[src/hw/pin_sync.sv]
// Two flip-flop synchroniser for a group of asynchronous pin levels.
// Assumes the levels change slowly compared with mclk.
`timescale 1ns/1ps

module pin_sync #(
	parameter int WIDTH = 5
) (
	// Clock and reset
	input wire logic mclk,
	input wire logic reset_n,
	// Levels
	input wire logic [WIDTH-1:0] async_in,
	output logic [WIDTH-1:0] sync_out
);

	logic [WIDTH-1:0] meta_r;

	// ============================================================
	// The first stage is read only by the second stage.
	always_ff @(posedge mclk) begin
		if (!reset_n) begin
			meta_r <= '0;
			sync_out <= '0;
		end else begin
			meta_r <= async_in;
			sync_out <= meta_r;
		end
	end

endmodule

[config.mk]
export PLATFORM = sky130hd
export DESIGN_NAME = pin_sync
export DESIGN_NICKNAME = d
export VERILOG_FILES = /design/src/hw/pin_sync.sv
export SDC_FILE = /design/constraint.sdc
export NUM_CORES = 1
export LEC_CHECK = 0
export CAP_MARGIN = 5
export CORE_AREA = 2 2 39 41
export CTS_CLUSTER_SIZE = 25
export DETAILED_ROUTE_END_ITERATION = 10
export DIE_AREA = 0 0 41 43
export DONT_BUFFER_PORTS = 1
export GPL_ROUTABILITY_DRIVEN = 0
export GPL_TIMING_DRIVEN = 0
export PLACE_DENSITY = 0.36
export REMOVE_ABC_BUFFERS = 1
export SLEW_MARGIN = 20
export SYNTH_ARGS = -nofsm -noshare
export SYNTH_HDL_FRONTEND = slang
export SYNTH_SLANG_ARGS = --single-unit
[constraint.sdc]
create_clock -name mclk -period 1.4 [get_ports mclk]
set_input_delay 0.42 -clock mclk [delete_from_list [all_inputs] [get_ports mclk]]
set_output_delay 0.42 -clock mclk [all_outputs]
set_load 0.05 [all_outputs]
==> impl_metrics.ini <==
[status]
status = complete, no violations

[timing]
worst_pin_slew_ns = 0.476
relSlewSlack_pct = 68.2
max_freq_ghz = 0.773
finalMaxSlewViolations = 0
hold_violations = 0
skew_ns = 0.0000632
rsz0062_at_grt = no
period_minus_slack_ns = 1.29
setup_tns_ns = 0
post-route-period-util_pct = 92.4
finalSetupViolCount = 0

[setup_path]
crit_path_start_kind = register
setup.worst_path.class = reg2out
cp-end-kind = output port
worst-path-max-fanout = 1
critPathRequiredTime_ns = 0.98
cp.arrival_ns = 0.87

[layout]
syn_to_final_growth_pct = 21.4
nNetsFinal = 32
instances_no_fill = 40
fillers = 151
fin_area_um2 = 319
drive_above_1_share_pct = 16.7
diodes = 0

[floorplan]
die_h_um = 43
initial_utilization_pct = 19.0
die_area_um2 = 1760
ios = 12
core-area_um2 = 1380
rows = 14
die_x_um = 41

[yosys]
synth_edf_count = 0
synth_commonest_cells = and2_1 (10), dfxtp_1 (10)
synth_cell_type_count = 2
synth_area_leaders = dfxtp_1 (76%), and2_1 (24%)
netlist_area_um2 = 263
avgSynthCellArea_um2 = 13.1
synthFlopType = dfxtp_1
synthArstFlopShare_pct = 0
synth_warnings = 0
synth_top_area_share_pct = 76.2
netlist_instances = 20
seq_area_frac_synth_pct = 76.2
yosysTopAreaCell = dfxtp_1
ys_seq_elements = 10

[detailed_routing]
via_per_inst = 3.13
drt_first_pass_iters = 4
num_vias = 125
wirelength_um = 342
drcViolationCount = 0
ant_nets = 0
dr.first_iter.drc_count = 1
wl_per_cell_um = 8.55

[cts]
clock_tree.root_cell = clkbuf_4
cts_setup_buffers = 0
h-tree-depth = 1
worstSkewPairLatency_ns = 0.25
cts_resized = 0
cts.sinks = 10
cts_buffers = 3
cts.path.max_buffers = 2
cts_tree = yes
cts-hold-fix-buffers = 0
path_clk_slew_ns = 0.06

[global_route]
antenna_found_initial = 0
grt_pass1_vias = 143
grt_max_degree = 11
grt_pass1_wl_um = 565
overflow = 0
track_usage_pct = 5.73

[power]
p_per_area_nw_per_um2 = 1810
vdd_ir_drop_max_mv = 0.275
p_leak_nw = 0.131
finalPower_mw = 0.578

[place]
placed_area_um2 = 283
placed_cells = 36
portBuffers = 0

[run]
cap_violations = 0

[min_path]
min_path_type = in2reg
==> area by class of cell <==
class / instances / area, µm² / share of cell area (%)
clock buffers: 4 / 36.3 / 11.4
multi-input cells: 10 / 62.6 / 19.6
flip-flops and latches: 10 / 200 / 62.7
well taps: 16 / 20.0 / 6.27
==> layout by cell type, fill, tap and decap left out <==
cell type and count:
dfxtp_1 10, clkbuf_8 1, and2_1 10, clkbuf_4 3
==> routing by layer <==
layer	up-vias	global-route usage [%]	wire length, µm
met4	0	14.0	0
li1	68	-	-
met5	-	0	0
met1	47	5.83	150
met2	10	5.31	162
met3	0	0.524	29
==> power breakdown <==
part	internal [mW]	leakage, nW	switching, mW	total, mW
clock network	0.158	0.0210	0.0909	0.248
registers	0.298	0.0828	0.0230	0.321
logic	0.00641	0.0275	0.00253	0.00895
==> per-stage QoR <==
stage	setup WS [ns]	utilization, %	hold slack, ns
final	0.106	23.1	0.282
after global routing	0.0730	23.1	0.268
after CTS	0.0857	23.1	0.268
after detailed placement	0.379	20.4	0.415
after global placement	0.383	20.4	0.414
after floorplan	0.393	-	0.406
==> final timing paths <==
| kind | cells after the start | from | slack [ns] | endpoint |
|---|---|---|---|---|
| min reg2reg | 1 | meta_r[3] | 0.43 | sync_out[3] |
| min | 1 | reset_n | 0.28 | meta_r[1] |
| max | 0 | sync_out[3] | 0.11 | sync_out[3] |
| max reg2reg | 1 | meta_r[0] | 0.86 | sync_out[0] |
==> state kept, by name, summed over array words and instances, names as in the netlist <==
signal / count
sync_out: 5
meta_r: 5
==> logic make-up after synthesis <==
group	after synthesis	synth area share [%]
flip-flops	10	76.2
AND/OR/NAND/NOR	10	23.8
Power figures use the tool's default switching activity.
